==> src/common/crsc_defines.vh <==
/*
 * constants for the core register-state block: register offsets on the
 * AXI4-Lite slave, flag positions, reset values, vectors, stop recovery.
 * assumes inclusion by bare name from verilog/ sources.
 */
`ifndef CRSC_DEFINES_VH
`define CRSC_DEFINES_VH

// register byte offsets
`define CRSC_OFF_ACC      8'h00
`define CRSC_OFF_IDX      8'h04
`define CRSC_OFF_SP       8'h08
`define CRSC_OFF_PC       8'h0C
`define CRSC_OFF_FLAGS    8'h10
`define CRSC_OFF_OP       8'h14
`define CRSC_OFF_OPERAND  8'h18
`define CRSC_OFF_CTRL     8'h1C
`define CRSC_OFF_STATUS   8'h20

// condition flag bit positions
`define CRSC_F_C          0
`define CRSC_F_Z          1
`define CRSC_F_N          2
`define CRSC_F_I          3
`define CRSC_F_H          4
`define CRSC_F_V          7
`define CRSC_FLAGS_ONES   8'h60
`define CRSC_FLAGS_RESET  8'h08

// reset values and vectors
`define CRSC_SP_RESET     16'h00FF
`define CRSC_SP_LOW_FF    8'hFF
`define CRSC_VEC_RESET    16'hFFFE
`define CRSC_VEC_BRK      16'hFFFC
`define CRSC_VEC_BRK_MON  16'hFEFC
`define CRSC_VEC_IRQ      16'hFFFA
`define CRSC_SWI_OPCODE   8'h83

// operation codes written to the op register
`define CRSC_OP_NONE      4'h0
`define CRSC_OP_ADD       4'h1
`define CRSC_OP_ADC       4'h2
`define CRSC_OP_SUB       4'h3
`define CRSC_OP_LOGIC     4'h4
`define CRSC_OP_LDIDX     4'h5
`define CRSC_OP_PUSH      4'h6
`define CRSC_OP_PULL      4'h7
`define CRSC_OP_SPRST     4'h8
`define CRSC_OP_JUMP      4'h9
`define CRSC_OP_CLI       4'hA
`define CRSC_OP_RTI       4'hB
`define CRSC_OP_WAIT      4'hC
`define CRSC_OP_STOP      4'hD
`define CRSC_OP_FETCH     4'hE
`define CRSC_OP_SHIFT     4'hF

// stop recovery, crystal clock cycles
`define CRSC_REC_LONG     13'd4096
`define CRSC_REC_SHORT    13'd32
`define CRSC_REC_W        13

// axi responses
`define CRSC_RESP_OKAY    2'b00
`define CRSC_RESP_SLVERR  2'b10

`endif

==> src/verilog/crsc_core_regs.v <==
/*
 * architectural register state of an 8-bit core with flag generation,
 * mask handling, wait/stop clock gating and break entry/exit.
 * assumes a synchronous AXI4-Lite master and a crystal clock tick input.
 */
`timescale 1ns/10ps
`include "crsc_defines.vh"
// Overview of operation
// - 8-bit accumulator holds operands and receives arithmetic and logic results.
// - 16-bit index pair from upper and lower bytes forms operand addresses.
// - stack pointer resets to 00FF; stack reset op sets only low byte FF.
// - stack pointer addresses next free slot; push decrements, pull increments.
// - program counter increments per fetch; jumps and interrupts load it.
// - reset loads program counter with the vector address FFFE itself; no vector bytes are read.
// - flag register holds mask and five flags; bits 6 and 5 read one.
// - overflow flag set on two's-complement overflow, cleared otherwise.
// - half-carry set on carry from bit 3 into bit 4 during adds.
// - mask blocks interrupts; set after stacking, before vector fetch.
// - interrupt entry does not stack the upper index byte.
// - return restores mask from stack; highest pending request served first.
// - mask set after reset; only clear-mask op, return, wait or stop clears it.
// - negative flag follows bit 7 of the result.
// - zero flag set when result is 00, cleared otherwise.
// - carry set on carry out of bit 7 or borrow; shifts also set it.
// - wait clears mask, gates core clock; interrupt wake keeps mask clear.
// - stop clears mask, gates clock; wake waits oscillator stabilisation.
// - break loads software-interrupt opcode and vector FFFC or FEFC in monitor.
// - break starts after current instruction, or at once on final cycle.
// - return in break routine ends break only once request is dropped.
// - stop recovery is 4096 crystal cycles, or 32 with short option.
module crsc_core_regs (
  // clock and reset
  input  wire        clk_sys_i,
  input  wire        nrst_i,
  // axi4-lite write address and data
  input  wire [7:0]  s_axi_awaddr,
  input  wire        s_axi_awvalid,
  output reg         s_axi_awready,
  input  wire [31:0] s_axi_wdata,
  input  wire [3:0]  s_axi_wstrb,
  input  wire        s_axi_wvalid,
  output reg         s_axi_wready,
  // axi4-lite write response
  output reg  [1:0]  s_axi_bresp,
  output reg         s_axi_bvalid,
  input  wire        s_axi_bready,
  // axi4-lite read
  input  wire [7:0]  s_axi_araddr,
  input  wire        s_axi_arvalid,
  output reg         s_axi_arready,
  output reg  [31:0] s_axi_rdata,
  output reg  [1:0]  s_axi_rresp,
  output reg         s_axi_rvalid,
  input  wire        s_axi_rready,
  // interrupt sources, break module, crystal clock tick
  input  wire [3:0]  irq_req_i,
  input  wire        brk_req_i,
  input  wire        brk_match_last_i,
  input  wire        monitor_mode_i,
  input  wire        crystal_clock_tick_i,
  // core state outputs
  output reg         core_clk_en_o,
  output reg         brk_ack_o,
  output reg  [7:0]  instr_reg_o,
  output reg  [1:0]  irq_taken_o
);

  ////////////////////////////////////////////////////////////////////////////
  // state
  localparam ST_RUN  = 3'b001;
  localparam ST_WAIT = 3'b010;
  localparam ST_STOP = 3'b100;

  reg [7:0]  accumulator_reg;
  reg [15:0] index_pair_reg;
  reg [15:0] stack_pointer_reg;
  reg [15:0] program_counter_reg;
  reg [7:0]  flags_reg;
  reg [3:0]  op_reg;
  reg [15:0] operand_reg;
  reg [1:0]  ctrl_reg;          // bit0 short_recovery_option, bit1 never written, reads zero
  reg        in_break_reg;
  reg [2:0]  state_reg;
  reg [`CRSC_REC_W-1:0] rec_cnt_reg;

  // status view of flags: bits 6 and 5 are fixed at one
  wire [7:0] flags_view = flags_reg | `CRSC_FLAGS_ONES;

  // lowest-numbered request has highest priority
  function [2:0] prio_pick;
    input [3:0] req;
    begin
      if (req[0])      prio_pick = 3'b100;
      else if (req[1]) prio_pick = 3'b101;
      else if (req[2]) prio_pick = 3'b110;
      else if (req[3]) prio_pick = 3'b111;
      else             prio_pick = 3'b000;
    end
  endfunction

  // add/sub with flags: {c, h, v, result}
  function [10:0] alu_add;
    input [7:0] a;
    input [7:0] b;
    input       cin;
    input       sub;
    reg   [7:0] bb;
    reg   [8:0] s;
    reg   [4:0] lo;
    begin
      bb = sub ? ~b : b;
      s  = {1'b0, a} + {1'b0, bb} + {8'h00, (sub ? ~cin : cin)};
      lo = {1'b0, a[3:0]} + {1'b0, bb[3:0]} + {4'h0, (sub ? ~cin : cin)};
      alu_add = {(sub ? ~s[8] : s[8]), lo[4], (a[7] == bb[7]) && (s[7] != a[7]), s[7:0]};
    end
  endfunction

  ////////////////////////////////////////////////////////////////////////////
  // axi4-lite handshakes and decoding
  // halves wait here for each other
  reg        aw_held_reg;
  reg        w_held_reg;
  reg [7:0]  aw_addr_reg;
  reg [31:0] w_data_reg;

  // write channels accepted separately, in either order
  always @(posedge clk_sys_i) begin
    if (!nrst_i) begin
      aw_held_reg   <= 1'b0;
      w_held_reg    <= 1'b0;
      aw_addr_reg   <= 8'h00;
      w_data_reg    <= 32'h0000_0000;
      s_axi_awready <= 1'b0;
      s_axi_wready  <= 1'b0;
      s_axi_bvalid  <= 1'b0;
      s_axi_bresp   <= `CRSC_RESP_OKAY;
    end else begin
      // ready follows valid; never starves a master
      s_axi_awready <= !aw_held_reg && s_axi_awvalid && !s_axi_awready &&
                       !s_axi_bvalid;
      s_axi_wready  <= !w_held_reg && s_axi_wvalid && !s_axi_wready &&
                       !s_axi_bvalid;
      if (s_axi_awready && s_axi_awvalid) begin
        aw_held_reg   <= 1'b1;
        aw_addr_reg   <= s_axi_awaddr;
        s_axi_awready <= 1'b0;
      end
      if (s_axi_wready && s_axi_wvalid) begin
        w_held_reg   <= 1'b1;
        w_data_reg   <= s_axi_wdata;
        s_axi_wready <= 1'b0;
      end
      if (aw_held_reg && w_held_reg && !s_axi_bvalid) begin
        aw_held_reg  <= 1'b0;
        w_held_reg   <= 1'b0;
        s_axi_bvalid <= 1'b1;
        s_axi_bresp  <= (aw_addr_reg > `CRSC_OFF_STATUS || aw_addr_reg[1:0] != 2'b00) ?
                        `CRSC_RESP_SLVERR : `CRSC_RESP_OKAY;
      end else if (s_axi_bvalid && s_axi_bready) begin
        s_axi_bvalid <= 1'b0;
      end
    end
  end

  // a write lands on the edge that raises its response
  wire       wr_now = aw_held_reg && w_held_reg && !s_axi_bvalid;

  // read channel: one read at a time, answer one cycle after address
  always @(posedge clk_sys_i) begin
    if (!nrst_i) begin
      s_axi_arready <= 1'b0;
      s_axi_rvalid  <= 1'b0;
      s_axi_rdata   <= 32'h0000_0000;
      s_axi_rresp   <= `CRSC_RESP_OKAY;
    end else begin
      s_axi_arready <= !s_axi_rvalid && !s_axi_arready && s_axi_arvalid;
      if (s_axi_arready && s_axi_arvalid) begin
        s_axi_rvalid <= 1'b1;
        s_axi_rresp  <= `CRSC_RESP_OKAY;
        case (s_axi_araddr)
          `CRSC_OFF_ACC:     s_axi_rdata <= {24'h000000, accumulator_reg};
          `CRSC_OFF_IDX:     s_axi_rdata <= {16'h0000, index_pair_reg};
          `CRSC_OFF_SP:      s_axi_rdata <= {16'h0000, stack_pointer_reg};
          `CRSC_OFF_PC:      s_axi_rdata <= {16'h0000, program_counter_reg};
          `CRSC_OFF_FLAGS:   s_axi_rdata <= {24'h000000, flags_view};
          `CRSC_OFF_OP:      s_axi_rdata <= {28'h0000000, op_reg};
          `CRSC_OFF_OPERAND: s_axi_rdata <= {16'h0000, operand_reg};
          `CRSC_OFF_CTRL:    s_axi_rdata <= {30'h00000000, ctrl_reg};
          `CRSC_OFF_STATUS:  s_axi_rdata <= {24'h000000, instr_reg_o[7:3] == 5'h00 ?
                                           4'h0 : 4'h1, in_break_reg, state_reg};
          default: begin
            s_axi_rdata <= 32'h0000_0000;
            s_axi_rresp <= `CRSC_RESP_SLVERR;
          end
        endcase
      end else if (s_axi_rvalid && s_axi_rready) begin
        s_axi_rvalid <= 1'b0;
      end
    end
  end

  ////////////////////////////////////////////////////////////////////////////
  // execution of one operation per write to the op register
  wire        op_wr    = wr_now && aw_addr_reg == `CRSC_OFF_OP;
  wire [3:0]  op       = w_data_reg[3:0];
  wire [10:0] sum      = alu_add(accumulator_reg, operand_reg[7:0],
                                 flags_reg[`CRSC_F_C] && op == `CRSC_OP_ADC,
                                 op == `CRSC_OP_SUB);
  wire [2:0]  pick     = prio_pick(irq_req_i);
  wire        irq_ok   = pick[2] && !flags_reg[`CRSC_F_I];
  // break pends until an instruction boundary, or now on a final-cycle match
  wire        brk_now  = (brk_req_i && op_wr) || brk_match_last_i;
  wire        rec_done = rec_cnt_reg == {`CRSC_REC_W{1'b0}};

  // recovery length chosen by option, in crystal clock ticks; the short
  // one is too brief for a crystal that was stopped
  wire [`CRSC_REC_W-1:0] rec_len = ctrl_reg[0] ? `CRSC_REC_SHORT - 13'd1 :
                   `CRSC_REC_LONG - 13'd1;

  always @(posedge clk_sys_i) begin
    if (!nrst_i) begin
      accumulator_reg     <= 8'h00;
      index_pair_reg      <= 16'h0000;
      stack_pointer_reg   <= `CRSC_SP_RESET;
      program_counter_reg <= `CRSC_VEC_RESET;
      flags_reg           <= `CRSC_FLAGS_RESET;
      op_reg              <= `CRSC_OP_NONE;
      operand_reg         <= 16'h0000;
      ctrl_reg            <= 2'b00;
      in_break_reg        <= 1'b0;
      state_reg           <= ST_RUN;
      rec_cnt_reg         <= {`CRSC_REC_W{1'b0}};
      core_clk_en_o       <= 1'b1;
      brk_ack_o           <= 1'b0;
      instr_reg_o         <= 8'h00;
      irq_taken_o         <= 2'b00;
    end else begin
      brk_ack_o <= 1'b0;
      if (wr_now && aw_addr_reg == `CRSC_OFF_OPERAND) operand_reg <= w_data_reg[15:0];
      if (wr_now && aw_addr_reg == `CRSC_OFF_CTRL)    ctrl_reg[0] <= w_data_reg[0];
      case (state_reg)
        ST_RUN: begin
          // break outranks an interrupt
          if (brk_now && !in_break_reg) begin
            instr_reg_o         <= `CRSC_SWI_OPCODE;
            program_counter_reg <= monitor_mode_i ? `CRSC_VEC_BRK_MON : `CRSC_VEC_BRK;
            in_break_reg        <= 1'b1;
            brk_ack_o           <= 1'b1;
          end else if (irq_ok && op_wr) begin
            // registers stacked (pc, x, a, flags) without upper index
            stack_pointer_reg   <= stack_pointer_reg - 16'h0005;
            flags_reg[`CRSC_F_I] <= 1'b1;
            program_counter_reg <= `CRSC_VEC_IRQ - {13'h0000, pick[1:0], 1'b0};
            irq_taken_o         <= pick[1:0];
          end else if (op_wr) begin
            // plain operation
            op_reg <= op;
            case (op)
              `CRSC_OP_ADD, `CRSC_OP_ADC, `CRSC_OP_SUB: begin
                accumulator_reg <= sum[7:0];
                flags_reg[`CRSC_F_V] <= sum[8];
                // sub leaves half-carry
                if (op != `CRSC_OP_SUB) flags_reg[`CRSC_F_H] <= sum[9];
                flags_reg[`CRSC_F_C] <= sum[10];
                flags_reg[`CRSC_F_N] <= sum[7];
                flags_reg[`CRSC_F_Z] <= sum[7:0] == 8'h00;
              end
              `CRSC_OP_LOGIC: begin
                // and: overflow cleared
                accumulator_reg <= accumulator_reg & operand_reg[7:0];
                flags_reg[`CRSC_F_V] <= 1'b0;
                flags_reg[`CRSC_F_N] <= accumulator_reg[7] & operand_reg[7];
                flags_reg[`CRSC_F_Z] <= (accumulator_reg & operand_reg[7:0]) == 8'h00;
              end
              `CRSC_OP_SHIFT: begin
                // carry gets bit shifted out
                accumulator_reg <= {accumulator_reg[6:0], 1'b0};
                flags_reg[`CRSC_F_C] <= accumulator_reg[7];
                flags_reg[`CRSC_F_N] <= accumulator_reg[6];
                flags_reg[`CRSC_F_Z] <= accumulator_reg[6:0] == 7'h00;
                flags_reg[`CRSC_F_V] <= accumulator_reg[7] ^ accumulator_reg[6];
              end
              `CRSC_OP_LDIDX:  index_pair_reg <= operand_reg;
              `CRSC_OP_PUSH:   stack_pointer_reg <= stack_pointer_reg - 16'h0001;
              `CRSC_OP_PULL:   stack_pointer_reg <= stack_pointer_reg + 16'h0001;
              `CRSC_OP_SPRST:  stack_pointer_reg[7:0] <= `CRSC_SP_LOW_FF;
              `CRSC_OP_JUMP:   program_counter_reg <= operand_reg;
              `CRSC_OP_FETCH:  program_counter_reg <= program_counter_reg + 16'h0001;
              `CRSC_OP_CLI:    flags_reg[`CRSC_F_I] <= 1'b0;
              `CRSC_OP_RTI: begin
                // operand low byte carries the stacked flag image
                flags_reg <= operand_reg[7:0];
                stack_pointer_reg <= stack_pointer_reg + 16'h0005;
                // held request keeps the break
                if (in_break_reg && !brk_req_i) in_break_reg <= 1'b0;
              end
              // entry gates the core clock
              `CRSC_OP_WAIT: begin
                flags_reg[`CRSC_F_I] <= 1'b0;
                core_clk_en_o <= 1'b0;
                state_reg <= ST_WAIT;
              end
              `CRSC_OP_STOP: begin
                flags_reg[`CRSC_F_I] <= 1'b0;
                core_clk_en_o <= 1'b0;
                state_reg <= ST_STOP;
              end
              default: op_reg <= op;
            endcase
          end
        end

        // interrupt wakes with mask left clear
        ST_WAIT: begin
          if (pick[2]) begin
            core_clk_en_o <= 1'b1;
            state_reg <= ST_RUN;
          end
        end

        // stop: count stabilisation ticks, then restart the clock
        ST_STOP: begin
          // first wake request arms the count
          if (pick[2] && rec_done && instr_reg_o != 8'hFF) begin
            rec_cnt_reg <= rec_len;
            instr_reg_o <= 8'hFF;
          end else if (instr_reg_o == 8'hFF) begin
            // clock stays gated until the count runs out
            if (rec_done) begin
              core_clk_en_o <= 1'b1;
              instr_reg_o   <= 8'h00;
              state_reg     <= ST_RUN;
            end else if (crystal_clock_tick_i) begin
              rec_cnt_reg <= rec_cnt_reg - {{(`CRSC_REC_W-1){1'b0}}, 1'b1};
            end
          end
        end
        default: state_reg <= ST_RUN;
      endcase
    end
  end

endmodule
==> config.mk <==
export PLATFORM = sky130hd
export DESIGN_NAME = crsc_core_regs
export DESIGN_NICKNAME = d
export VERILOG_FILES = /design/src/verilog/crsc_core_regs.v
export VERILOG_INCLUDE_DIRS = /design/src /design/src/common
export SDC_FILE = /design/constraint.sdc
export NUM_CORES = 1
export LEC_CHECK = 0
export ABC_CLOCK_PERIOD_IN_PS = 4500
export BUFFER_PORTS_ARGS = -buffer_cell sky130_fd_sc_hd__buf_4
export CORE_UTILIZATION = 25
export CTS_CLUSTER_SIZE = 14
export DETAILED_ROUTE_END_ITERATION = 6
export GPL_TIMING_DRIVEN = 0
export PLACE_DENSITY = 0.47
export SETUP_SLACK_MARGIN = 0.15
export SYNTH_ARGS = -nofsm -noshare
export SYNTH_HDL_FRONTEND = slang
export SYNTH_SLANG_ARGS = --single-unit
==> constraint.sdc <==
create_clock -name clk_sys_i -period 4.5 [get_ports clk_sys_i]
set_input_delay 0.225 -clock clk_sys_i [delete_from_list [all_inputs] [get_ports clk_sys_i]]
set_output_delay 0.225 -clock clk_sys_i [all_outputs]
set_load 0.01 [all_outputs]
==> out/metrics.cfg <==
[die]
die_h_um=200
die_area_mm2=0.0400
pin_count=120
initial_utilization_pct=25.3
coreArea_mm2=0.0386
die_w_um=200
placementRows=72

[clocking]
cts_buffers=17
htree_num_levels=4
cts_tree=built
hold_buffers=0
clkTransAtPathRegs_ps=70
cts.sinks=155
cts_root_buffer=clkbuf_16
cts_buffer_depth=2
clock_latency_ps=450

[sta]
period_share_pct=92.9
max_freq_mhz=239
hold_violations=0
slew_viol_final=0
timing.hold.ws_ps=19.4
tns_ps=0
setup_slack_ps=319
period_minus_slack_ps=4180
slew_headroom_pct=25.1
worst_pin_slew_ps=1120
fin_worst_skew_ps=15.4
setup_violations=0
rsz0062_at_grt=false

[detailed_routing]
vias_per_cell=5.28
ant_nets=0
routed-via-count=10236
drt-initial-drc-count=1143
dr.pass1.iters=7
wirelength_um=38700
route.detailed.wl_per_inst_um=20.0
post-route-drc-count=0

[critical_path]
critPathBufInv=3
crit_fanout=10
required_ps=4870
worst_setup_path_start_kind=flip-flop
crit_chain=clkbuf_2 -> clkbuf_2 -> clkbuf_2 -> nor3_4 -> xnor2_1 -> fa_1 -> fa_1 -> xnor2_1 -> or4_1 -> or3_1 -> or4_1 -> a31oi_1
path_common_cell=clkbuf_2
slowest_delay_ps=480
arrival_ps=4550
r2r_slack_ps=320
cp_top_family=simple AND/OR/NAND/NOR gates
critPathKind=flip-flop to flip-flop
critPathSlowestCell=or4_1
crit_path_end_kind=flip-flop

[yosys]
synth.yosys.seq_area_share_pct=31.7
syn_inst=1296
netlist_area_mm2=0.00979
ys_seq_elements=155
synth_top_family_by_area=simple AND/OR/NAND/NOR gates
synth_top_cells_by_area=dfxtp_1, nand2_1, a21oi_1
async_flop_share_pct=0
ys_top_cells_by_count=nand2_1, dfxtp_1, a21oi_1, nor2_1, clkbuf_1
yosysMostFrequentCell=nand2_1
muxShareOfSynthArea_pct=1.85
synth_edf_count=0
syn_area_per_cell_um2=7.56
yosys.area.top_type_share_pct=31.7
yosys_warnings=0
synth_compound_area_share_pct=25.5
synthSimpleGateAreaFrac_pct=27.8
synth_xor_xnor_area_share_pct=4.02
synthAdderAreaFrac_pct=2.17
ys_types=92
synthFlopType=dfxtp_1
yosysTopAreaCell=dfxtp_1

[place]
port_buffers=77
pre_cts_ws_ps=-308
dp_hpwl_um=29000
gp_congestion=0.923

[global_routing]
antenna_found_initial=1
grt_pass1_wl_um=58500
grt-ovfl-total=0
grt_pass1_vias=9313
grt_use_total_pct=19.6
grt_max_degree=17

[power_and_ir_drop]
p_per_area_mw_per_mm2=273
p_leak_nw=4.13
peakVddDrop_mv=0.253

[layout]
fillers=4169
fin_nets=1491
syn2layout_area_growth_pct=19.3
final_layout_size_suffix_gt1_share_pct=14.3
antenna_cells=0

[run_status]
status=finished, final reports clean

[worst_hold_path]
min_path_type=primary input to flip-flop

[job]
drv_cap=0

-- final timing paths --
path	to	start	depth (start not counted)
setup / recovery	flags_reg[1]	w_data_reg[3]	12
hold / removal	s_axi_arready	s_axi_arvalid	3
setup reg to reg	flags_reg[1]	w_data_reg[3]	12
hold reg to reg	op_reg[0]	op_reg[0]	2
-- cell type report --
cell class | instances | area [µm²] | area share (%)
inverters | 25 | 93.8 | 0.803
well taps | 518 | 648 | 5.55
flip-flops and latches | 155 | 3100 | 26.6
repair buffers | 78 | 586 | 5.01
multi-input cells | 1008 | 6080 | 52.0
clock inverters | 15 | 154 | 1.32
plain buffers | 124 | 597 | 5.11
clock buffers | 17 | 425 | 3.64
-- report_power, final --
group	switching [mW]	total [mW]	internal, mW	leakage (nW)
Clock	0.697	1.48	0.783	0.290
Combinational	0.184	0.287	0.103	2.58
Sequential	0.0267	1.42	1.39	1.26
Total	0.908	3.19	2.28	4.13
-- routing by layer --
layer | up-vias | track usage (%) | part of all wire (%)
met3 | 40 | 3.63 | 8.0
met4 | 2 | 5.17 | 1.6
met5 | - | 0 | 0.028
met2 | 458 | 29.5 | 44
li1 | 4906 | - | -
met1 | 4830 | 28.4 | 47
-- cell families (layout without fill, tap and decap cells) --
kind of cell,count (synthesis),count (layout)
AO/OA/AOI/OAI,377,377
other,1,18
buffers and inverters,150,259
AND/OR/NAND/NOR,534,534
flip-flops,155,155
adder cells (fa/ha/maj),16,16
XOR/XNOR,45,45
multiplexers,18,18
-- tightest hold or removal path, delay by kind of cell --
family        cells  cell delay (ps)
buf+inv           1              120
simple gates      2               80
-- layout by cell type (no fill, tap or decap), drive strengths merged, types with 19 or more instances in the layout --
master and n:
nor2 104, nand2 191, nor3 43, nand4 19
xnor2 27, dfxtp 155, clkbuf 100, a22oi 19
buf 119, nand3 46, a21oi 131, inv 33
o21ai 69
-- timing repair --
item                       4_1_cts  5_1_grt
gates resized for setup          3       10
setup buffers                    1        0
setup endpoints to repair        3        1
pin swaps                        1        0
-- stage by stage --
| step | area [µm²] | std cells | power (mW) | utilization, % |
|---|---|---|---|---|
| 6_report | 11700 | 1940 | 3.19 | 30.2 |
| 5_1_grt | 11700 | 1940 | 3.30 | 30.2 |
| 4_1_cts | 11700 | 1941 | 3.21 | 30.2 |
| 3_5_place_dp | 11100 | 1908 | 1.73 | 28.7 |
| 3_3_place_gp | 11100 | 1908 | 1.73 | 28.7 |
| 2_1_floorplan | 9860 | 1313 | 1.61 | - |
(Power assumes the default switching activity.)
